--- config.mk ---
export PLATFORM = sky130hd
export DESIGN_NAME = adccfg_regs
export DESIGN_NICKNAME = d
export VERILOG_FILES = /design/src/verilog/adccfg_pkg.sv /design/src/verilog/adccfg_serial_rx.sv /design/src/verilog/adccfg_dc_loop.sv /design/src/verilog/adccfg_regs.sv
export SDC_FILE = /design/constraint.sdc
export NUM_CORES = 1
export LEC_CHECK = 0
export BUFFER_PORTS_ARGS = -buffer_cell sky130_fd_sc_hd__buf_2
export CORE_MARGIN = 2
export CORE_UTILIZATION = 25
export DETAILED_ROUTE_END_ITERATION = 12
export SLEW_MARGIN = 20
export SYNTH_ARGS = -nofsm -noshare
export SYNTH_HDL_FRONTEND = slang
export SYNTH_SLANG_ARGS = --single-unit
--- constraint.sdc ---
create_clock -name clk -period 7 [get_ports clk]
set_clock_uncertainty 0.2 [all_clocks]
set_input_delay 1.05 -clock clk [delete_from_list [all_inputs] [get_ports clk]]
set_output_delay 1.05 -clock clk [all_outputs]
set_load 0.01 [all_outputs]
--- src/verilog/adccfg_pkg.sv ---
package adccfg_pkg;
  // ----------------------------------------
  // register offsets
  // ----------------------------------------
  localparam logic [7:0] ADDR_HOLD = 8'h13;
  localparam logic [7:0] ADDR_IFPWR = 8'h14;
  localparam logic [7:0] ADDR_PAT = 8'h16;
  localparam logic [7:0] ADDR_GAIN = 8'h17;
  localparam logic [7:0] ADDR_CUSTLO = 8'h18;
  localparam logic [7:0] ADDR_CUSTHI = 8'h19;
  localparam logic [7:0] ADDR_TRIM = 8'h1a;
  localparam logic [7:0] ADDR_FIR = 8'h1b;
  localparam logic [7:0] ADDR_BAND = 8'h1d;
  // ----------------------------------------
  // field positions
  // ----------------------------------------
  localparam int FREEZE_BIT = 4;
  localparam int COARSE_BIT = 4;
  localparam int IFSEL_BIT = 5;
  localparam int OVRD_BIT = 7;
  localparam int REF_BIT = 3;
  localparam int BYTEWISE_BIT = 3;
  localparam int FORMAT_BIT = 4;
  localparam int LOWLAT_BIT = 7;
  localparam int ODDTAP_BIT = 3;
  localparam int FILTEN_BIT = 4;
  localparam int COEFSEL_BIT = 5;
  localparam int OFFEN_BIT = 7;
  // ----------------------------------------
  // reset values and widths
  // ----------------------------------------
  localparam logic [7:0] REG_RESET = 8'h00;
  localparam int WORD_BITS = 16;
  localparam int SAMPLE_BITS = 14;
  localparam int LOWLAT_CYCLES = 10;
  localparam logic [3:0] GAIN_MAX = 4'hc;
  localparam logic [3:0] CORR_MAX = 4'ha;
  // ----------------------------------------
  // mode codes
  // ----------------------------------------
  localparam logic [2:0] PWR_MUX = 3'h7;
  localparam logic [2:0] PAT_CUSTOM = 3'h5;
  typedef enum logic [1:0] {ADCCFG_DEC2, ADCCFG_DEC4, ADCCFG_DEC8, ADCCFG_DEC1} adccfg_dec_e;
endpackage : adccfg_pkg

--- src/verilog/adccfg_serial_rx.sv ---
// serial word receiver: pins synchronised, falling clock edges sampled
module adccfg_serial_rx
  import adccfg_pkg::*;
(
  // clock and reset
  input wire logic clk,
  input wire logic rst_n,
  // serial pins
  input wire logic serial_clk,
  input wire logic serial_data,
  input wire logic serial_select_n,
  // received word
  output logic word_valid,
  output logic [7:0] word_addr,
  output logic [7:0] word_data
);
  logic [2:0] sclk_s;
  logic [1:0] sdat_s;
  logic [1:0] sen_s;
  logic [15:0] shift;
  logic [4:0] count;
  logic fall;

  // ---------------------------------------
  // two-flop synchronisers, third stage for edges
  // ---------------------------------------
  always_ff @(posedge clk) begin
    if (!rst_n) begin
      sclk_s <= 3'h0;
      sdat_s <= 2'h0;
      sen_s <= 2'h3;
    end else begin
      sclk_s <= {sclk_s[1:0], serial_clk};
      sdat_s <= {sdat_s[0], serial_data};
      sen_s <= {sen_s[0], serial_select_n};
    end
  end

  assign fall = sclk_s[2] & ~sclk_s[1];

  // shift in on falling edges; partial words dropped when select rises
  always_ff @(posedge clk) begin
    if (!rst_n) begin
      shift <= 16'h0000;
      count <= 5'h00;
      word_valid <= 1'b0;
    end else begin
      word_valid <= 1'b0;
      if (sen_s[1]) begin
        count <= 5'h00; // RULE2
      end else if (fall) begin
        shift <= {shift[14:0], sdat_s[1]}; // RULE2
        if (count == 5'(WORD_BITS - 1)) begin
          count <= 5'h00;
          word_valid <= 1'b1; // RULE2
        end else begin
          count <= count + 5'h01;
        end
      end
    end
  end

  // address first, data last
  assign word_addr = shift[15:8]; // RULE1
  assign word_data = shift[7:0]; // RULE1
endmodule : adccfg_serial_rx

--- src/verilog/adccfg_dc_loop.sv ---
// offset estimator: running estimate with selectable time constant and freeze
module adccfg_dc_loop
  import adccfg_pkg::*;
(
  // clock and reset
  input wire logic clk,
  input wire logic rst_n,
  // controls
  input wire logic sample_en,
  input wire logic freeze,
  input wire logic [4:0] tc_shift,
  // sample in, estimate out
  input wire logic signed [13:0] sample_in,
  output logic signed [13:0] estimate
);
  logic signed [47:0] acc;

  // leaky integrator; acc holds estimate scaled by 2^tc_shift
  always_ff @(posedge clk) begin
    if (!rst_n) begin
      acc <= 48'sh0;
    end else if (sample_en && !freeze) begin // RULE3
      acc <= acc + 48'(sample_in) - (acc >>> tc_shift);
    end
  end

  // frozen estimate keeps cancelling
  assign estimate = 14'(acc >>> tc_shift); // RULE3
endmodule : adccfg_dc_loop

--- src/verilog/adccfg_regs.sv ---
// ----------------------------------------
// configuration register bank
// ----------------------------------------
// Summary of operation
// RULE1: each write is 16 bits, address byte first then data byte.
// RULE2: sample data on falling clock, commit at 16th edge, drop short tails.
// RULE3: freeze bit stops offset estimate updates, last estimate keeps cancelling.
// RULE4: power field decodes normal, buffer disables, global down, standby.
// RULE5: power code 111 interleaves both channels onto B pins, CMOS only.
// RULE6: coarse gain bit selects 0 dB or 3.5 dB.
// RULE7: interface bit selects parallel CMOS or DDR LVDS.
// RULE8: override bit lets register fields beat the control pins.
// RULE9: pattern field selects samples, zeros, ones, toggle, ramp, custom.
// RULE10: custom pattern is 14 bits from two registers.
// RULE11: bit-wise DDR sends odd bits rising, even bits falling.
// RULE12: byte-wise DDR sends lower bits rising, upper bits falling.
// RULE13: format bit picks two's complement or offset binary.
// RULE14: gain field in 0.5 dB steps, codes up to 1100.
// RULE15: fine correction in 0.05 dB steps up to 1010, both channels.
// RULE16: loop time-constant field maps to power-of-two sample counts.
// RULE17: low-latency bit bypasses processing, 10 cycle latency.
// RULE18: decimation field selects by 2, 4, none or 8.
// RULE19: odd-tap bit selects 23 instead of 24 coefficients.
// RULE20: filter enable bit and coefficient source bit.
// RULE21: decimate-by-2 band code selects low-pass or high-pass.
// RULE22: decimate-by-4 band code selects low-pass or band-pass.
// RULE23: offset enable bit gates offset correction; reserved bits read zero.
module adccfg_regs
  import adccfg_pkg::*;
(
  // clock and reset
  input wire logic clk,
  input wire logic rst_n,
  // serial write pins
  input wire logic serial_clk,
  input wire logic serial_data,
  input wire logic serial_select_n,
  // parallel control pins
  input wire logic pin_lvds_sel,
  input wire logic [2:0] pin_pwr_mode,
  // converter samples
  input wire logic sample_en,
  input wire logic [13:0] sample_a,
  input wire logic [13:0] sample_b,
  // decoded mode outputs
  output logic lvds_mode,
  output logic out_buf_a_en,
  output logic out_buf_b_en,
  output logic global_pdn,
  output logic standby_a,
  output logic standby_b,
  output logic mux_mode,
  output logic coarse_gain_on,
  output logic ext_ref,
  output logic [3:0] fine_gain,
  output logic [3:0] gain_corr,
  output logic [4:0] dc_loop_time_constant,
  output logic low_latency,
  output logic [3:0] proc_latency,
  output logic [1:0] decim_mode,
  output logic decim_valid,
  output logic odd_taps,
  output logic [4:0] coef_count,
  output logic filter_en,
  output logic user_coefs,
  output logic [1:0] band_shape_select,
  output logic band_highpass,
  output logic band_bandpass,
  output logic offset_corr_en,
  // formatted outputs
  output logic [13:0] data_a,
  output logic [13:0] data_b,
  output logic [6:0] ddr_rise_a,
  output logic [6:0] ddr_fall_a,
  output logic [6:0] ddr_rise_b,
  output logic [6:0] ddr_fall_b,
  output logic second_channel_msb_pin
);
  logic [7:0] dc_estimate_hold_ctrl;
  logic [7:0] interface_gain_power_ctrl;
  logic [7:0] output_pattern_format_ctrl;
  logic [7:0] programmable_gain_ctrl;
  logic [7:0] user_pattern_lower;
  logic [7:0] user_pattern_upper;
  logic [7:0] latency_trim_loop_ctrl;
  logic [7:0] fir_decimation_ctrl;
  logic [7:0] band_shape_ctrl;
  logic word_valid;
  logic [7:0] word_addr;
  logic [7:0] word_data;
  logic [2:0] pin_pwr_s1, pin_pwr_s2;
  logic pin_lvds_s1, pin_lvds_s2;
  logic [2:0] pwr_code;
  logic [13:0] ramp;
  logic toggle;
  logic mux_phase;
  logic [13:0] pat_a, pat_b;
  logic [13:0] fmt_a, fmt_b;
  logic signed [13:0] est_a, est_b;
  logic [13:0] corr_a, corr_b;
  logic [13:0] mux_word;

  // ---------------------------------------
  // serial receiver
  // ---------------------------------------
  adccfg_serial_rx u_rx (
    .clk(clk),
    .rst_n(rst_n),
    .serial_clk(serial_clk),
    .serial_data(serial_data),
    .serial_select_n(serial_select_n),
    .word_valid(word_valid),
    .word_addr(word_addr),
    .word_data(word_data)
  );

  // ---------------------------------------
  // register writes, reserved bits held at zero
  // ---------------------------------------
  always_ff @(posedge clk) begin
    if (!rst_n) begin
      dc_estimate_hold_ctrl <= REG_RESET;
      interface_gain_power_ctrl <= REG_RESET;
      output_pattern_format_ctrl <= REG_RESET;
      programmable_gain_ctrl <= REG_RESET;
      user_pattern_lower <= REG_RESET;
      user_pattern_upper <= REG_RESET;
      latency_trim_loop_ctrl <= REG_RESET;
      fir_decimation_ctrl <= REG_RESET;
      band_shape_ctrl <= REG_RESET;
    end else if (word_valid) begin // RULE2
      unique case (word_addr)
        ADDR_HOLD: dc_estimate_hold_ctrl <= word_data & 8'h10; // RULE23
        ADDR_IFPWR: interface_gain_power_ctrl <= word_data & 8'hbf;
        ADDR_PAT: output_pattern_format_ctrl <= word_data & 8'h1f;
        ADDR_GAIN: programmable_gain_ctrl <= word_data & 8'h0f;
        ADDR_CUSTLO: user_pattern_lower <= word_data;
        ADDR_CUSTHI: user_pattern_upper <= word_data & 8'h3f;
        ADDR_TRIM: latency_trim_loop_ctrl <= word_data & 8'hff;
        ADDR_FIR: fir_decimation_ctrl <= word_data & 8'hbf;
        ADDR_BAND: band_shape_ctrl <= word_data & 8'h03;
        default: ; // other addresses ignored
      endcase
    end
  end

  // ---------------------------------------
  // parallel pin synchronisers
  // ---------------------------------------
  always_ff @(posedge clk) begin
    if (!rst_n) begin
      pin_pwr_s1 <= 3'h0;
      pin_pwr_s2 <= 3'h0;
      pin_lvds_s1 <= 1'b0;
      pin_lvds_s2 <= 1'b0;
    end else begin
      pin_pwr_s1 <= pin_pwr_mode;
      pin_pwr_s2 <= pin_pwr_s1;
      pin_lvds_s1 <= pin_lvds_sel;
      pin_lvds_s2 <= pin_lvds_s1;
    end
  end

  // ---------------------------------------
  // interface and power decode
  // ---------------------------------------
  always_comb begin
    if (interface_gain_power_ctrl[OVRD_BIT]) begin // RULE8
      pwr_code = interface_gain_power_ctrl[2:0];
      lvds_mode = interface_gain_power_ctrl[IFSEL_BIT]; // RULE7
    end else begin
      pwr_code = pin_pwr_s2;
      lvds_mode = pin_lvds_s2;
    end
  end

  // power-state decode
  assign out_buf_a_en = !(pwr_code == 3'h1 || pwr_code == 3'h3); // RULE4
  assign out_buf_b_en = !(pwr_code == 3'h2 || pwr_code == 3'h3); // RULE4
  assign global_pdn = (pwr_code == 3'h4); // RULE4
  assign standby_a = (pwr_code == 3'h5); // RULE4
  assign standby_b = (pwr_code == 3'h6); // RULE4
  assign mux_mode = (pwr_code == PWR_MUX) && !lvds_mode; // RULE5
  assign coarse_gain_on = interface_gain_power_ctrl[COARSE_BIT]; // RULE6
  assign ext_ref = interface_gain_power_ctrl[REF_BIT];

  // ---------------------------------------
  // gain and trim fields
  // ---------------------------------------
  // unused codes saturate at the top step
  assign fine_gain = (programmable_gain_ctrl[3:0] > GAIN_MAX) ? GAIN_MAX :
                     programmable_gain_ctrl[3:0]; // RULE14
  assign gain_corr = (latency_trim_loop_ctrl[3:0] > CORR_MAX) ? CORR_MAX :
                     latency_trim_loop_ctrl[3:0]; // RULE15
  assign low_latency = latency_trim_loop_ctrl[LOWLAT_BIT];
  assign proc_latency = low_latency ? 4'(LOWLAT_CYCLES) : 4'h0; // RULE17

  // time constant as a power of two
  always_comb begin
    unique case (latency_trim_loop_ctrl[6:4]) // RULE16
      3'h1: dc_loop_time_constant = 5'd26;
      3'h2: dc_loop_time_constant = 5'd25;
      3'h3: dc_loop_time_constant = 5'd24;
      3'h4: dc_loop_time_constant = 5'd28;
      3'h5: dc_loop_time_constant = 5'd29;
      default: dc_loop_time_constant = 5'd27;
    endcase
  end

  // ---------------------------------------
  // filter controls
  // ---------------------------------------
  always_comb begin
    decim_valid = 1'b1;
    unique case (fir_decimation_ctrl[2:0]) // RULE18
      3'h0: decim_mode = 2'(ADCCFG_DEC2);
      3'h1: decim_mode = 2'(ADCCFG_DEC4);
      3'h3: decim_mode = 2'(ADCCFG_DEC1);
      3'h4: decim_mode = 2'(ADCCFG_DEC8);
      default: begin
        decim_mode = 2'(ADCCFG_DEC2);
        decim_valid = 1'b0;
      end
    endcase
    // built-in set only serves by-2 and by-4
    if (!fir_decimation_ctrl[COEFSEL_BIT] && decim_mode[1]) begin
      decim_valid = 1'b0; // RULE18
    end
  end

  assign odd_taps = fir_decimation_ctrl[ODDTAP_BIT];
  assign coef_count = odd_taps ? 5'd23 : 5'd24; // RULE19
  assign filter_en = fir_decimation_ctrl[FILTEN_BIT] && !low_latency; // RULE20
  assign user_coefs = fir_decimation_ctrl[COEFSEL_BIT]; // RULE20
  assign offset_corr_en = fir_decimation_ctrl[OFFEN_BIT] && !low_latency; // RULE23
  assign band_shape_select = band_shape_ctrl[1:0];
  assign band_highpass = (decim_mode == 2'(ADCCFG_DEC2)) &&
                         (band_shape_select == 2'h1); // RULE21
  assign band_bandpass = (decim_mode == 2'(ADCCFG_DEC4)) &&
                         (band_shape_select == 2'h1); // RULE22

  // ---------------------------------------
  // offset loops
  // ---------------------------------------
  // loops see samples as signed: msb flipped so midscale reads as zero
  adccfg_dc_loop u_dc_a (
    .clk(clk),
    .rst_n(rst_n),
    .sample_en(sample_en),
    .freeze(dc_estimate_hold_ctrl[FREEZE_BIT]),
    .tc_shift(dc_loop_time_constant),
    .sample_in(signed'({~sample_a[13], sample_a[12:0]})),
    .estimate(est_a)
  );
  adccfg_dc_loop u_dc_b (
    .clk(clk),
    .rst_n(rst_n),
    .sample_en(sample_en),
    .freeze(dc_estimate_hold_ctrl[FREEZE_BIT]),
    .tc_shift(dc_loop_time_constant),
    .sample_in(signed'({~sample_b[13], sample_b[12:0]})),
    .estimate(est_b)
  );

  assign corr_a = offset_corr_en ? 14'(sample_a - est_a) : sample_a; // RULE3
  assign corr_b = offset_corr_en ? 14'(sample_b - est_b) : sample_b; // RULE3

  // ---------------------------------------
  // test pattern generators
  // ---------------------------------------
  always_ff @(posedge clk) begin
    if (!rst_n) begin
      ramp <= 14'h0000;
      toggle <= 1'b0;
      mux_phase <= 1'b0;
    end else if (sample_en) begin
      ramp <= ramp + 14'h0001;
      toggle <= ~toggle;
      mux_phase <= ~mux_phase;
    end
  end

  // pattern selection for one channel
  function automatic logic [13:0] pick(input logic [2:0] code, input logic [13:0] smp,
                                       input logic [13:0] rmp, input logic tg,
                                       input logic [13:0] cust);
    unique case (code) // RULE9
      3'h1: pick = 14'h0000;
      3'h2: pick = 14'h3fff;
      3'h3: pick = tg ? 14'h2aaa : 14'h1555;
      3'h4: pick = rmp;
      PAT_CUSTOM: pick = cust; // RULE10
      default: pick = smp; // normal, and unused codes
    endcase
  endfunction : pick

  // offset binary to two's complement flips the msb
  function automatic logic [13:0] fmt(input logic twos, input logic [13:0] w);
    fmt = twos ? {~w[13], w[12:0]} : w;
  endfunction : fmt

  assign pat_a = pick(output_pattern_format_ctrl[2:0], corr_a, ramp, toggle,
                      {user_pattern_upper[5:0], user_pattern_lower}); // RULE10
  assign pat_b = pick(output_pattern_format_ctrl[2:0], corr_b, ramp, toggle,
                      {user_pattern_upper[5:0], user_pattern_lower});
  // samples arrive in offset binary
  assign fmt_a = fmt(output_pattern_format_ctrl[FORMAT_BIT], pat_a); // RULE13
  assign fmt_b = fmt(output_pattern_format_ctrl[FORMAT_BIT], pat_b); // RULE13
  assign mux_word = mux_phase ? fmt_b : fmt_a; // RULE5

  // ---------------------------------------
  // output registers and DDR split
  // ---------------------------------------
  function automatic logic [13:0] ddr_split(input logic bytewise, input logic [13:0] w);
    logic [6:0] odd_b;
    logic [6:0] even_b;
    odd_b = 7'h00;
    even_b = 7'h00;
    for (int i = 0; i < 7; i++) begin
      odd_b[i] = w[2 * i + 1];
      even_b[i] = w[2 * i];
    end
    // returns {falling half, rising half}
    ddr_split = bytewise ? w : {even_b, odd_b}; // RULE11 RULE12
  endfunction : ddr_split

  always_ff @(posedge clk) begin
    if (!rst_n) begin
      data_a <= 14'h0000;
      data_b <= 14'h0000;
      {ddr_fall_a, ddr_rise_a} <= 14'h0000;
      {ddr_fall_b, ddr_rise_b} <= 14'h0000;
    end else if (sample_en) begin
      data_a <= (out_buf_a_en && !mux_mode) ? fmt_a : 14'h0000;
      data_b <= !out_buf_b_en ? 14'h0000 : (mux_mode ? mux_word : fmt_b); // RULE5
      {ddr_fall_a, ddr_rise_a} <= ddr_split(output_pattern_format_ctrl[BYTEWISE_BIT], fmt_a);
      {ddr_fall_b, ddr_rise_b} <= ddr_split(output_pattern_format_ctrl[BYTEWISE_BIT], fmt_b);
    end
  end

  assign second_channel_msb_pin = data_b[SAMPLE_BITS - 1];
endmodule : adccfg_regs

==> results of run 1 <==
metrics by stage:
step	cell area [um^2]	setup slack, ps
2_1_floorplan	20940	966.0
3_3_place_gp	22550	774.1
3_5_place_dp	22550	628.8
4_1_cts	23890	553.4
5_1_grt	23890	124.9
6_report	23890	445.2
state kept, by name (all words and copies together) (netlist names), 3 cells and up:
signal / flops
user_pattern_lower: 8
output_pattern_format_ctrl: 5
user_pattern_upper: 6
ddr_fall_a: 7
latency_trim_loop_ctrl: 8
pin_pwr_s1: 3
ramp: 14
interface_gain_power_ctrl: 7
programmable_gain_ctrl: 4
fir_decimation_ctrl: 7
u_rx.count: 5
ddr_rise_b: 7
data_b: 14
u_rx.sclk_s: 3
u_dc_a.acc: 48
u_dc_b.acc: 48
ddr_fall_b: 7
u_rx.shift: 16
ddr_rise_a: 7
data_a: 14
pin_pwr_s2: 3
cells in the final DEF (no fill, tap or decap), types with 26 or more instances in the layout:
master,n
sky130_fd_sc_hd__a211oi_1,49
sky130_fd_sc_hd__a21o_1,73
sky130_fd_sc_hd__a21oi_1,236
sky130_fd_sc_hd__a31oi_1,30
sky130_fd_sc_hd__and2_1,32
sky130_fd_sc_hd__buf_2,132
sky130_fd_sc_hd__buf_4,28
sky130_fd_sc_hd__clkbuf_16,35
sky130_fd_sc_hd__dfxtp_1,253
sky130_fd_sc_hd__fa_1,96
sky130_fd_sc_hd__ha_1,125
sky130_fd_sc_hd__inv_1,155
sky130_fd_sc_hd__mux2i_1,164
sky130_fd_sc_hd__nand2_1,286
sky130_fd_sc_hd__nand2b_1,26
sky130_fd_sc_hd__nand3_1,67
sky130_fd_sc_hd__nor2_1,246
sky130_fd_sc_hd__nor2b_1,32
sky130_fd_sc_hd__nor3_1,47
sky130_fd_sc_hd__o21a_1,30
sky130_fd_sc_hd__o21ai_0,130
sky130_fd_sc_hd__xnor2_1,61
sky130_fd_sc_hd__xor2_1,29
report_power, final:
group	internal [mW]	switching, mW
combinational	3.04	4.23
sequential	1.67	0.274
clock	1.34	0.734
total	6.05	5.23
cells by family after synthesis:
| family | count (synthesis) | synth area share |
|---|---|---|
| AND/OR/NAND/NOR | 852 | 0.1880 |
| AO/OA/AOI/OAI | 719 | 0.2227 |
| buffers and inverters | 322 | 0.06051 |
| flip-flops | 253 | 0.2420 |
| adder cells (fa/ha/maj) | 221 | 0.1666 |
| multiplexers | 171 | 0.08221 |
| XOR/XNOR | 90 | 0.03767 |
| other | 2 | 0.0003589 |
worst max-delay path by stage:
| stage | start | end | slack [ps] | cells after the start |
|---|---|---|---|---|
| 2_1_floorplan | latency_trim_loop_ctrl[5]$_SDFFE_PN0P_ | u_dc_a.acc[46]$_SDFFE_PN0P_ | 970 | 27 |
| 3_3_place_gp | latency_trim_loop_ctrl[5]$_SDFFE_PN0P_ | u_dc_b.acc[40]$_SDFFE_PN0P_ | 770 | 23 |
| 3_5_place_dp | latency_trim_loop_ctrl[5]$_SDFFE_PN0P_ | u_dc_b.acc[40]$_SDFFE_PN0P_ | 630 | 23 |
| 4_1_cts | latency_trim_loop_ctrl[5]$_SDFFE_PN0P_ | u_dc_b.acc[40]$_SDFFE_PN0P_ | 550 | 23 |
| 5_1_grt | latency_trim_loop_ctrl[5]$_SDFFE_PN0P_ | u_dc_b.acc[40]$_SDFFE_PN0P_ | 120 | 23 |
| 6_report | latency_trim_loop_ctrl[5]$_SDFFE_PN0P_ | u_dc_b.acc[40]$_SDFFE_PN0P_ | 450 | 23 |
metal layers:
| layer | global-route usage | share of wire | wire length (um) | vias up |
|---|---|---|---|---|
| met5 | 0 | 0.00056 | 36 | - |
| met4 | 0.03509 | 0.019 | 1245 | 6 |
| met3 | 0.02345 | 0.051 | 3271 | 88 |
| met2 | 0.2385 | 0.46 | 29530 | 475 |
| met1 | 0.2036 | 0.47 | 30670 | 9124 |
| li1 | - | - | - | 9360 |
area by class of cell:
| cell class | count | area, um^2 | share of cell area |
|---|---|---|---|
| Timing Repair Buffer | 161 | 890.9 | 0.03729 |
| Sequential cell | 253 | 5065 | 0.2120 |
| Tap cell | 1080 | 1351 | 0.05656 |
| Multi-Input combinational cell | 2058 | 14640 | 0.6127 |
| Clock inverter | 16 | 339.1 | 0.01419 |
| Clock buffer | 46 | 997.2 | 0.04174 |
| Inverter | 161 | 609.3 | 0.02551 |
worst register-to-register path, delay by kind of cell, from the launching register on:
kind	cells	cell delay, ps
muxes	2	480
AOI/OAI and AO/OA	12	2790
and+or+nand+nor	2	580
buffers and inverters	4	780
adders and majority gates	3	1260
DFF	1	350
==> results.md, run 1 <==
* CP top delay family: compound AO/OA/AOI/OAI gates
* Critical path type: reg -> reg
* Number of distinct standard cells referenced by the synthesized netlist at 89
* Count of flip-flops with a built-in enable after synthesis at 0
* Placeable core area at 83290 um^2
* CTS tree: built
* Maximum buffer depth of the clock tree at 3
* Accumulated negative setup slack at 0 ps
* Final Hold Vio Count at 0
* # nets final at 2928
* Proportion of register bits with asynchronous set or reset after synthesis at 0
* Commonest cells post-synth: sky130_fd_sc_hd__nand2_1, sky130_fd_sc_hd__dfxtp_1, sky130_fd_sc_hd__nor2_1
* Ordered list of cells on the worst path: inv_2 -> ha_1 -> buf_4 -> inv_1 -> a21oi_1 -> a221oi_4 -> buf_4 -> mux2i_1 -> mux2i_1 -> and2_1 -> a31oi_1 -> fa_1 -> ha_1 -> a211o_1 -> o211ai_1 -> a2111oi_2 -> o21ai_1 -> a211oi_1 -> o21ai_1 -> a22oi_2 -> a211oi_1 -> or4_1 -> o311ai_0
* N_diodes at 0
* CTS clock-pin slew for the worst setup and hold paths at 60 ps
* Post-route fraction of the period consumed by the critical path at 0.9364
* Number of max-cap violations at 0
* Area added between synthesis and finish at 14.16%
* Setup Viol. Count Final at 0
* Ratio of cells with drive above 1 in the final layout at 0.1013
* Capture instance of the worst register-to-register path: u_dc_b.acc[40]$_SDFFE_PN0P_
* Final Slew Violations at 0
* Wire length of the first global-routing pass at 102300 um
* Starting DRT DRC Count at 1450
* Largest net degree at the start of global routing at 88
* Tightest Hold Check Type: reg -> reg
* Post-synthesis cell type with the largest combined area: sky130_fd_sc_hd__dfxtp_1
* Utilization after layout at 0.2868
* Critical path's largest stage delay at 510 ps
* Total chip power at 11.28 mW
* Power density normalized to cell area at 472.2 nW/um^2
* Post-route minimum period at 6555 ps
* Element type at the critical path start: flip-flop
* Antenna violation net count after detailed routing at 0
* Setup slack, reg-to-reg at 450 ps
* Global-route congestion overflow total at 0
* Die Area at 86040 um^2
* Port Buffers at 132
* Cell count after synthesis at 2630
* Sequential cell area fraction in the yosys report at 0.2420
* Pin slew with the least headroom to its limit at 1159 ps
* Post-synth top flop: sky130_fd_sc_hd__dfxtp_1
* Die Wd at 293.3 um
* Number of synthesized register bits at 253
* Most common cell in the synthesized netlist: sky130_fd_sc_hd__nand2_1
* Effective utilization at floorplan at 0.2512
* Clock sink count at 253
* GRT Resource Usage Total at 0.1471
* Worst flop-to-flop path startpoint: latency_trim_loop_ctrl[5]$_SDFFE_PN0P_
* Depth of the worst hold-timing path at 1
* Aggregate routed wire length at 64750 um
* Number of levels the H-tree was split into at 2
* Setup repair after global routing missed its margin: no
* Via count at 19050
* Avg WL per Cell at 17.15 um
* Proportion of netlist area held by the largest area contributor at 0.2420
* Count of hold-fix buffers inserted at cts at 0
* R2R depth at 23
* Detailed-router iteration count before antenna repair at 5
* Number of antenna violations at the first check in global routing at 3
* Post CTS Setup Buffer Count at 0
* Count of buffer and inverter cells on the critical path at 4
* Placer's final routability congestion estimate at 0.9009
* Dominant cells by area after synthesis: sky130_fd_sc_hd__dfxtp_1, sky130_fd_sc_hd__fa_1, sky130_fd_sc_hd__mux2i_1
* Num CTS Buffers at 34
* Via count of the first global-routing pass at 17760
* Via density per instance at 5.047
* Number of rows created at floorplan at 106
* Worst-path fanout max at 25
* HPWL Detailed at 49170 um
* Final cell count without fillers at 3775
* Post-route DRC violation count at 0
* Critical Path End Type: flip-flop
* Worst IR drop on VDD at 0.0001881 V
* Start point of the worst min-delay path: u_rx.sen_s[0]$_SDFF_PN1_
* Tightest slew margin relative to the limit at 0.2238
* Yosys warns at 0
* Result of the run: finished, final reports clean
* Resize count post-CTS at 0
* Leakage at 9.952 nW
* Critical Path Slowest Stage Cell: sky130_fd_sc_hd__fa_1
* Final hold slack at 210.9 ps
* Endpoint with the worst hold slack: u_rx.sen_s[1]$_SDFF_PN1_
* Clock latency on the worst-skew pair at 550 ps
* Cell Count Post-Placement at 3713
* Post-synthesis instance area at 20930 um^2
* Top-Level Pins at 138
* Die boundary height at 293.3 um
* Required time of the worst setup path at 7230 ps
* CTS root buf: sky130_fd_sc_hd__clkbuf_16
* Filler cell count in the final layout at 8980
* Highest clock rate at 152.6 MHz
* Synthesized area per cell at 7.957 um^2
* Arrival time of the worst setup path at 6780 ps
Power figures use the tool's default switching activity.
==> run 2, diff against run 1 <==
PLACE_DENSITY = 0.38   (was not set)
==> results.md, run 2 (synthesized netlist as in run 1, its figures left out) <==
* CP top delay family: compound AO/OA/AOI/OAI gates (unchanged)
* Worst flop-to-flop path startpoint: latency_trim_loop_ctrl[6]$_SDFFE_PN0P_ (was latency_trim_loop_ctrl[5]$_SDFFE_PN0P_)
* Int Pwr at 5.888 mW (was 6.048 mW)
* Post-route minimum period at 6533 ps (was 6555 ps)
* Aggregate routed wire length at 75390 um (was 64750 um)
* Critical Path End Type: flip-flop (unchanged)
* Critical path type: reg -> reg (unchanged)
* Result of the run: finished, final reports clean (unchanged)
* Sequential Power Share at 0.172 (about the same)
* Port Buffers at 132 (unchanged)
* HPWL Detailed at 57200 um (was 49170 um)
* Arrival time of the worst setup path at 6820 ps (was 6780 ps)
* Clock sink count at 253 (unchanged)
* Effective utilization at floorplan at 0.2512 (unchanged)
* Maximum buffer depth of the clock tree at 3 (unchanged)
* CTS tree: built (unchanged)
* Antenna violation net count after detailed routing at 0 (unchanged)
* Required time of the worst setup path at 7280 ps (was 7230 ps)
* Critical path's largest stage delay at 840 ps (was 510 ps)
* Ratio of cells with drive above 1 in the final layout at 0.1019 (was 0.1013)
* Die Area at 86040 um^2 (unchanged)
* Die boundary height at 293.3 um (unchanged)
* Number of max-cap violations at 0 (unchanged)
* Via density per instance at 5.043 (was 5.047)
* Timing endpoint of the critical path: u_dc_b.acc[35]$_SDFFE_PN0P_ (was u_dc_b.acc[40]$_SDFFE_PN0P_)
* Count of buffer and inverter cells on the critical path at 3 (was 4)
* Switching share of power at 0.4800 (was 0.4639)
* Post-route fraction of the period consumed by the critical path at 0.9333 (was 0.9364)
* CTS clock-pin slew for the worst setup and hold paths at 60 ps (about the same)
* Sw power at 5.436 mW (was 5.233 mW)
* Clock network power share at 0.170 (was 0.184)
* Detailed-router iteration count before antenna repair at 5 (unchanged)
* Count of hold-fix buffers inserted at cts at 0 (unchanged)
* Accumulated negative setup slack at 0 ps (unchanged)
* Top-Level Pins at 138 (unchanged)
* Most prevalent standard cell on the critical path: sky130_fd_sc_hd__o21ai_0
* Setup repair after global routing missed its margin: no (unchanged)
* Critical Path Slowest Stage Cell: sky130_fd_sc_hd__a2111oi_0 (was sky130_fd_sc_hd__fa_1)
* Final Hold Vio Count at 0 (unchanged)
* Worst IR drop on VDD at 0.0001500 V (was 0.0001881 V)
* Number of levels the H-tree was split into at 2 (unchanged)
* Global-route congestion overflow total at 0 (unchanged)
* Ordered list of cells on the worst path: buf_4 -> ha_1 -> inv_1 -> a21oi_1 -> a221oi_4 -> buf_4 -> mux2i_1 -> mux2i_1 -> and2_1 -> a31oi_1 -> fa_1 -> ha_1 -> o21ai_0 -> nor2_1 -> o22ai_1 -> a21oi_1 -> o21ai_0 -> a2111oi_0 -> a221oi_1 -> o21ai_0 -> nand4b_1 -> o211ai_1 (was inv_2 -> ha_1 -> buf_4 -> inv_1 -> a21oi_1 -> a221oi_4 -> buf_4 -> mux2i_1 -> mux2i_1 -> and2_1 -> a31oi_1 -> fa_1 -> ha_1 -> a211o_1 -> o211ai_1 -> a2111oi_2 -> o21ai_1 -> a211oi_1 -> o21ai_1 -> a22oi_2 -> a211oi_1 -> or4_1 -> o311ai_0)
* Most common library cell in the layout ignoring fill and taps: sky130_fd_sc_hd__nand2_1 (unchanged)
* Post CTS Setup Buffer Count at 0 (unchanged)
* Share of power burned in combinational logic at 0.658 (was 0.644)
* # nets final at 2933 (was 2928)
* GRT Resource Usage Total at 0.1724 (was 0.1471)
* Post-route DRC violation count at 0 (unchanged)
* Avg WL per Cell at 19.94 um (was 17.15 um)
* Setup slack, reg-to-reg at 470 ps (was 450 ps)
* Resize count post-CTS at 0 (unchanged)
* Via count at 19060 (was 19050)
* Die Wd at 293.3 um (unchanged)
* Regs by FF count: u_dc_a.acc: 48 flops, u_dc_b.acc: 48 flops, u_rx.shift: 16 flops (unchanged)
* Launch point of the worst path: latency_trim_loop_ctrl[6]$_SDFFE_PN0P_ (was latency_trim_loop_ctrl[5]$_SDFFE_PN0P_)
* Number of antenna violations at the first check in global routing at 1 (was 3)
* Num CTS Buffers at 36 (was 34)
* Placeable core area at 83290 um^2 (unchanged)
* Clock latency on the worst-skew pair at 560 ps (was 550 ps)
* Largest net degree at the start of global routing at 82 (was 88)
* Highest clock rate at 153.1 MHz (was 152.6 MHz)
* Starting DRT DRC Count at 1134 (was 1450)
* CP Depth at 22 (was 23)
* Wire length of the first global-routing pass at 115700 um (was 102300 um)
* Via count of the first global-routing pass at 18900 (was 17760)
* Area added between synthesis and finish at 13.62% (was 14.16%)
* Tightest Hold Check Type: reg -> reg (unchanged)
* Final Slew Violations at 0 (unchanged)
* R2R depth at 22 (was 23)
* Setup Viol. Count Final at 0 (unchanged)
* Power density normalized to cell area at 476.3 nW/um^2 (was 472.2 nW/um^2)
* Tightest slew margin relative to the limit at 0.2731 (was 0.2238)
* Standard cell area after detailed placement at 22570 um^2 (was 22550 um^2)
* Pin slew with the least headroom to its limit at 1088 ps (was 1159 ps)
* CTS root buf: sky130_fd_sc_hd__clkbuf_16 (unchanged)
* Number of rows created at floorplan at 106 (unchanged)
* Placer's final routability congestion estimate at 0.8433 (was 0.9009)
* Commonest non-fill, non-tap cells in the layout: sky130_fd_sc_hd__nand2_1, sky130_fd_sc_hd__dfxtp_1, sky130_fd_sc_hd__nor2_1 (unchanged)
* Total chip power at 11.32 mW (was 11.28 mW)
* Worst-path fanout max at 26 (was 25)
* Finished Cell Area at 23780 um^2 (was 23890 um^2)
* Element type at the critical path start: flip-flop (unchanged)
* Leakage at 9.909 nW (was 9.952 nW)
* Capture instance of the worst register-to-register path: u_dc_b.acc[35]$_SDFFE_PN0P_ (was u_dc_b.acc[40]$_SDFFE_PN0P_)
run 2: routing by layer:
metal	wire, um	part of all wire	up-vias	GRT usage
li1	-	-	9331	-
met1	35090	0.47	9262	0.2290
met2	35520	0.47	386	0.2925
met3	2959	0.039	84	0.02201
met4	1819	0.024	0	0.04766
met5	0	0	-	0
run 2: stage by stage:
stage | util | worst slack, ps | hold WS [ps] | cells
5_1_grt | 0.2854 | 9.504 | 240.4 | 3779
3_5_place_dp | 0.2710 | 574.8 | 213.8 | 3716
3_3_place_gp | 0.2710 | 708.8 | 207.3 | 3716
4_1_cts | 0.2854 | 543.0 | 224.8 | 3779
6_report | 0.2855 | 467.0 | 218.7 | 3780
2_1_floorplan | - | 966.0 | 186.3 | 2633
run 2: how the worst min path moves through the flow:
stage | slack, ps | cells after the start | to | from
final | 220 | 1 | u_rx.sen_s[1]$_SDFF_PN1_ | u_rx.sen_s[0]$_SDFF_PN1_
after global routing | 240 | 1 | u_rx.sen_s[1]$_SDFF_PN1_ | u_rx.sen_s[0]$_SDFF_PN1_
after CTS | 220 | 1 | u_rx.sen_s[1]$_SDFF_PN1_ | u_rx.sen_s[0]$_SDFF_PN1_
after detailed placement | 210 | 1 | u_rx.sen_s[1]$_SDFF_PN1_ | u_rx.sen_s[0]$_SDFF_PN1_
after global placement | 210 | 1 | u_rx.sen_s[1]$_SDFF_PN1_ | u_rx.sen_s[0]$_SDFF_PN1_
after floorplan | 190 | 1 | u_rx.sen_s[1]$_SDFF_PN1_ | u_rx.sen_s[0]$_SDFF_PN1_
run 2: cell type report:
type                       count  area [um^2]
timing repair buffer         164        903.4
tap                         1080         1351
fill                        8979        59510
antenna                        1        2.502
inverter                     161        609.3
multi-input combinational   2058        14640
sequential                   253         5065
clock buffer                  46        968.4
clock inverter                17        234.0
run 2: power by group through the flow:
stage	clock network, mW	logic [mW]	registers, mW
3_3_place_gp	0	7.43	1.98
2_1_floorplan	0	5.67	1.88
3_5_place_dp	0	7.41	1.97
5_1_grt	2.05	8.40	1.97
6_report	1.93	7.46	1.94
4_1_cts	2.00	7.46	1.94
run 2: worst register-to-register path, stage by stage (launching register included):
cell and delay [ps]:
sky130_fd_sc_hd__dfxtp_1 300, sky130_fd_sc_hd__buf_4 180, sky130_fd_sc_hd__ha_1 450, sky130_fd_sc_hd__inv_1 130, sky130_fd_sc_hd__a21oi_1 90, sky130_fd_sc_hd__a221oi_4 220, sky130_fd_sc_hd__buf_4 390, sky130_fd_sc_hd__mux2i_1 340
sky130_fd_sc_hd__mux2i_1 140, sky130_fd_sc_hd__and2_1 180, sky130_fd_sc_hd__a31oi_1 310, sky130_fd_sc_hd__fa_1 490, sky130_fd_sc_hd__ha_1 390, sky130_fd_sc_hd__o21ai_0 90, sky130_fd_sc_hd__nor2_1 200, sky130_fd_sc_hd__o22ai_1 200
sky130_fd_sc_hd__a21oi_1 260, sky130_fd_sc_hd__o21ai_0 200, sky130_fd_sc_hd__a2111oi_0 840, sky130_fd_sc_hd__a221oi_1 280, sky130_fd_sc_hd__o21ai_0 330, sky130_fd_sc_hd__nand4b_1 140, sky130_fd_sc_hd__o211ai_1 110
==> run 3, diff against run 2 <==
==> constraint.sdc (replaced) <==
create_clock -name clk -period 7 [get_ports clk]
set_clock_uncertainty 0.2 [all_clocks]
set_input_delay 0.7 -clock clk [delete_from_list [all_inputs] [get_ports clk]]
set_output_delay 0.7 -clock clk [all_outputs]
set_load 0.01 [all_outputs]
==> results.md, run 3 (synthesized netlist as in run 1, its figures left out) <==
* Clock network power share at 0.167 (was 0.170)
* Accumulated negative setup slack at 0 ps (unchanged)
* Critical Path Slowest Stage Cell: sky130_fd_sc_hd__a2111oi_2 (was sky130_fd_sc_hd__a2111oi_0)
* Port Buffers at 132 (unchanged)
* Worst flop-to-flop path startpoint: latency_trim_loop_ctrl[6]$_SDFFE_PN0P_ (unchanged)
* R2R depth at 22 (unchanged)
* Ordered list of cells on the worst path: buf_4 -> ha_1 -> inv_1 -> a21oi_1 -> a221oi_4 -> buf_4 -> mux2i_1 -> mux2i_1 -> and2_1 -> a31oi_1 -> fa_1 -> ha_1 -> a211o_1 -> o211ai_1 -> a2111oi_2 -> o21ai_1 -> a211oi_1 -> o21ai_1 -> a22oi_2 -> a211oi_1 -> or4_1 -> o311ai_0 (was buf_4 -> ha_1 -> inv_1 -> a21oi_1 -> a221oi_4 -> buf_4 -> mux2i_1 -> mux2i_1 -> and2_1 -> a31oi_1 -> fa_1 -> ha_1 -> o21ai_0 -> nor2_1 -> o22ai_1 -> a21oi_1 -> o21ai_0 -> a2111oi_0 -> a221oi_1 -> o21ai_0 -> nand4b_1 -> o211ai_1)
* Number of antenna violations at the first check in global routing at 2 (was 1)
* Final hold slack at 132.6 ps (was 218.7 ps)
* Setup slack, reg-to-reg at 570 ps (was 470 ps)
* Depth of the worst hold-timing path at 2 (was 1)
* Placeable core area at 83290 um^2 (unchanged)
* CTS clock-pin slew for the worst setup and hold paths at 60 ps (about the same)
* Via count of the first global-routing pass at 18880 (was 18900)
* Clock sink count at 253 (unchanged)
* Critical path's largest stage delay at 490 ps (was 840 ps)
* Avg WL per Cell at 19.88 um (was 19.94 um)
* Detailed-router iteration count before antenna repair at 5 (unchanged)
* Die Wd at 293.3 um (unchanged)
* Setup Viol. Count Final at 0 (unchanged)
* Aggregate routed wire length at 75150 um (was 75390 um)
* Post-route minimum period at 6425 ps (was 6533 ps)
* Clock latency on the worst-skew pair at 560 ps (about the same)
* Share of power burned in combinational logic at 0.658 (about the same)
* GRT Resource Usage Total at 0.1717 (was 0.1724)
* Area occupied by registers at 5065 um^2 (unchanged)
* Antenna violation net count after detailed routing at 0 (unchanged)
* Top-Level Pins at 138 (unchanged)
* Leakage at 9.897 nW (was 9.909 nW)
* Ratio of cells with drive above 1 in the final layout at 0.1011 (was 0.1019)
* Start point of the worst min-delay path: serial_select_n (was u_rx.sen_s[0]$_SDFF_PN1_)
* Maximum buffer depth of the clock tree at 3 (unchanged)
* Num CTS Buffers at 36 (unchanged)
* Worst IR drop on VDD at 0.0001746 V (was 0.0001500 V)
* Die Area at 86040 um^2 (unchanged)
* Power density normalized to cell area at 475.0 nW/um^2 (was 476.3 nW/um^2)
* Element type at the critical path start: flip-flop (unchanged)
* Number of levels the H-tree was split into at 2 (unchanged)
* Int Pwr at 5.846 mW (was 5.888 mW)
* Worst-path fanout max at 26 (unchanged)
* Setup repair after global routing missed its margin: no (unchanged)
* Die boundary height at 293.3 um (unchanged)
* Regs by FF count: u_dc_a.acc: 48 flops, u_dc_b.acc: 48 flops, u_rx.shift: 16 flops (unchanged)
* CTS tree: built (unchanged)
* Via density per instance at 5.024 (was 5.043)
* Post-route fraction of the period consumed by the critical path at 0.9179 (was 0.9333)
* CTS root buf: sky130_fd_sc_hd__clkbuf_16 (unchanged)
* Endpoint with the worst hold slack: u_rx.sen_s[0]$_SDFF_PN1_ (was u_rx.sen_s[1]$_SDFF_PN1_)
* Required time of the worst setup path at 7250 ps (was 7280 ps)
* Capture instance of the worst register-to-register path: u_dc_b.acc[40]$_SDFFE_PN0P_ (was u_dc_b.acc[35]$_SDFFE_PN0P_)
* CP Depth at 22 (unchanged)
* Number of rows created at floorplan at 106 (unchanged)
* # nets final at 2932 (was 2933)
* Largest net degree at the start of global routing at 73 (was 82)
* Area added between synthesis and finish at 13.47% (was 13.62%)
* Starting DRT DRC Count at 1071 (was 1134)
* Post-route DRC violation count at 0 (unchanged)
* Sequential Power Share at 0.174 (was 0.172)
* Via count at 18990 (was 19060)
* Pin slew with the least headroom to its limit at 1019 ps (was 1088 ps)
* Highest clock rate at 155.6 MHz (was 153.1 MHz)
* Effective utilization at floorplan at 0.2512 (unchanged)
* Final Slew Violations at 0 (unchanged)
* Arrival time of the worst setup path at 6670 ps (was 6820 ps)
* Resize count post-CTS at 0 (unchanged)
* Post CTS Setup Buffer Count at 0 (unchanged)
* Critical path type: reg -> reg (unchanged)
* Tightest slew margin relative to the limit at 0.3194 (was 0.2731)
* Count of hold-fix buffers inserted at cts at 0 (unchanged)
* Critical Path End Type: flip-flop (unchanged)
* Filler cell count in the final layout at 8968 (was 8979)
* Switching share of power at 0.4817 (was 0.4800)
* Global-route congestion overflow total at 0 (unchanged)
* CP top delay family: compound AO/OA/AOI/OAI gates (unchanged)
* Number of max-cap violations at 0 (unchanged)
* Tightest Hold Check Type: in -> reg (was reg -> reg)
* Multi-input combinational cell area at 14640 um^2 (unchanged)
* Commonest non-fill, non-tap cells in the layout: sky130_fd_sc_hd__nand2_1, sky130_fd_sc_hd__dfxtp_1, sky130_fd_sc_hd__nor2_1 (unchanged)
* Sw power at 5.432 mW (was 5.436 mW)
* Most common library cell in the layout ignoring fill and taps: sky130_fd_sc_hd__nand2_1 (unchanged)
* HPWL Detailed at 57280 um (was 57200 um)
* Final Hold Vio Count at 0 (unchanged)
* Wire length of the first global-routing pass at 114800 um (was 115700 um)
* Count of buffer and inverter cells on the critical path at 3 (unchanged)
* Result of the run: finished, final reports clean (unchanged)
* Placer's final routability congestion estimate at 0.8415 (was 0.8433)
-- run 3: cell types whose count changed in the layout (fill, tap and decap cells not counted), sizes merged --
cell | previous run | this run
buf | 164 | 163
clkinv | 12 | 10
bufinv | 5 | 3
inv | 159 | 160
clkbuf | 46 | 51
clkinvlp | 2 | 1
-- run 3: worst max path at each step --
stage,startpoint,end,slack (ps)
floorplan,latency_trim_loop_ctrl[5]$_SDFFE_PN0P_,u_dc_a.acc[46]$_SDFFE_PN0P_,970
global placement,latency_trim_loop_ctrl[6]$_SDFFE_PN0P_,u_dc_a.acc[46]$_SDFFE_PN0P_,750
detailed placement,latency_trim_loop_ctrl[6]$_SDFFE_PN0P_,u_dc_b.acc[40]$_SDFFE_PN0P_,650
CTS,latency_trim_loop_ctrl[6]$_SDFFE_PN0P_,u_dc_b.acc[40]$_SDFFE_PN0P_,610
global route,latency_trim_loop_ctrl[6]$_SDFFE_PN0P_,u_dc_b.acc[45]$_SDFFE_PN0P_,130
finish,latency_trim_loop_ctrl[6]$_SDFFE_PN0P_,u_dc_b.acc[40]$_SDFFE_PN0P_,570
-- run 3: per-stage QoR --
| stage | std cells | instance area (um^2) | setup WS, ps | total power, mW | utilization |
|---|---|---|---|---|---|
| 5_1_grt | 3779 | 23740 | 131.1 | 12.38 | 0.2851 |
| 2_1_floorplan | 2633 | 20940 | 966.0 | 7.547 | - |
| 4_1_cts | 3779 | 23740 | 609.9 | 11.37 | 0.2850 |
| 6_report | 3780 | 23750 | 574.7 | 11.28 | 0.2851 |
| 3_3_place_gp | 3715 | 22560 | 747.4 | 9.400 | 0.2709 |
| 3_5_place_dp | 3715 | 22560 | 651.6 | 9.387 | 0.2709 |
-- run 3: cell type report --
class / count / share of cell area
multi-input cells: 2058 / 0.6167
flip-flops and latches: 253 / 0.2133
well taps: 1080 / 0.05691
clock buffers: 51 / 0.04284
repair buffers: 163 / 0.03773
inverters: 161 / 0.02566
clock inverters: 13 / 0.006797
diodes: 1 / 0.0001054
-- run 3: layer usage --
metal	GRT usage	vias up	wire [um]
met2	0.2911	378	35260
li1	-	9345	-
met4	0.05525	4	2307
met1	0.2234	9152	34510
met3	0.02474	112	3040
met5	0	-	34
-- run 3: power by group through the flow --
stage	Combinational [mW]	Sequential [mW]	Clock, mW
after floorplan	5.67	1.88	0
after global placement	7.40	2.00	0
after detailed placement	7.39	1.99	0
after CTS	7.45	1.96	1.96
after global routing	8.38	1.99	2.01
final	7.43	1.96	1.89
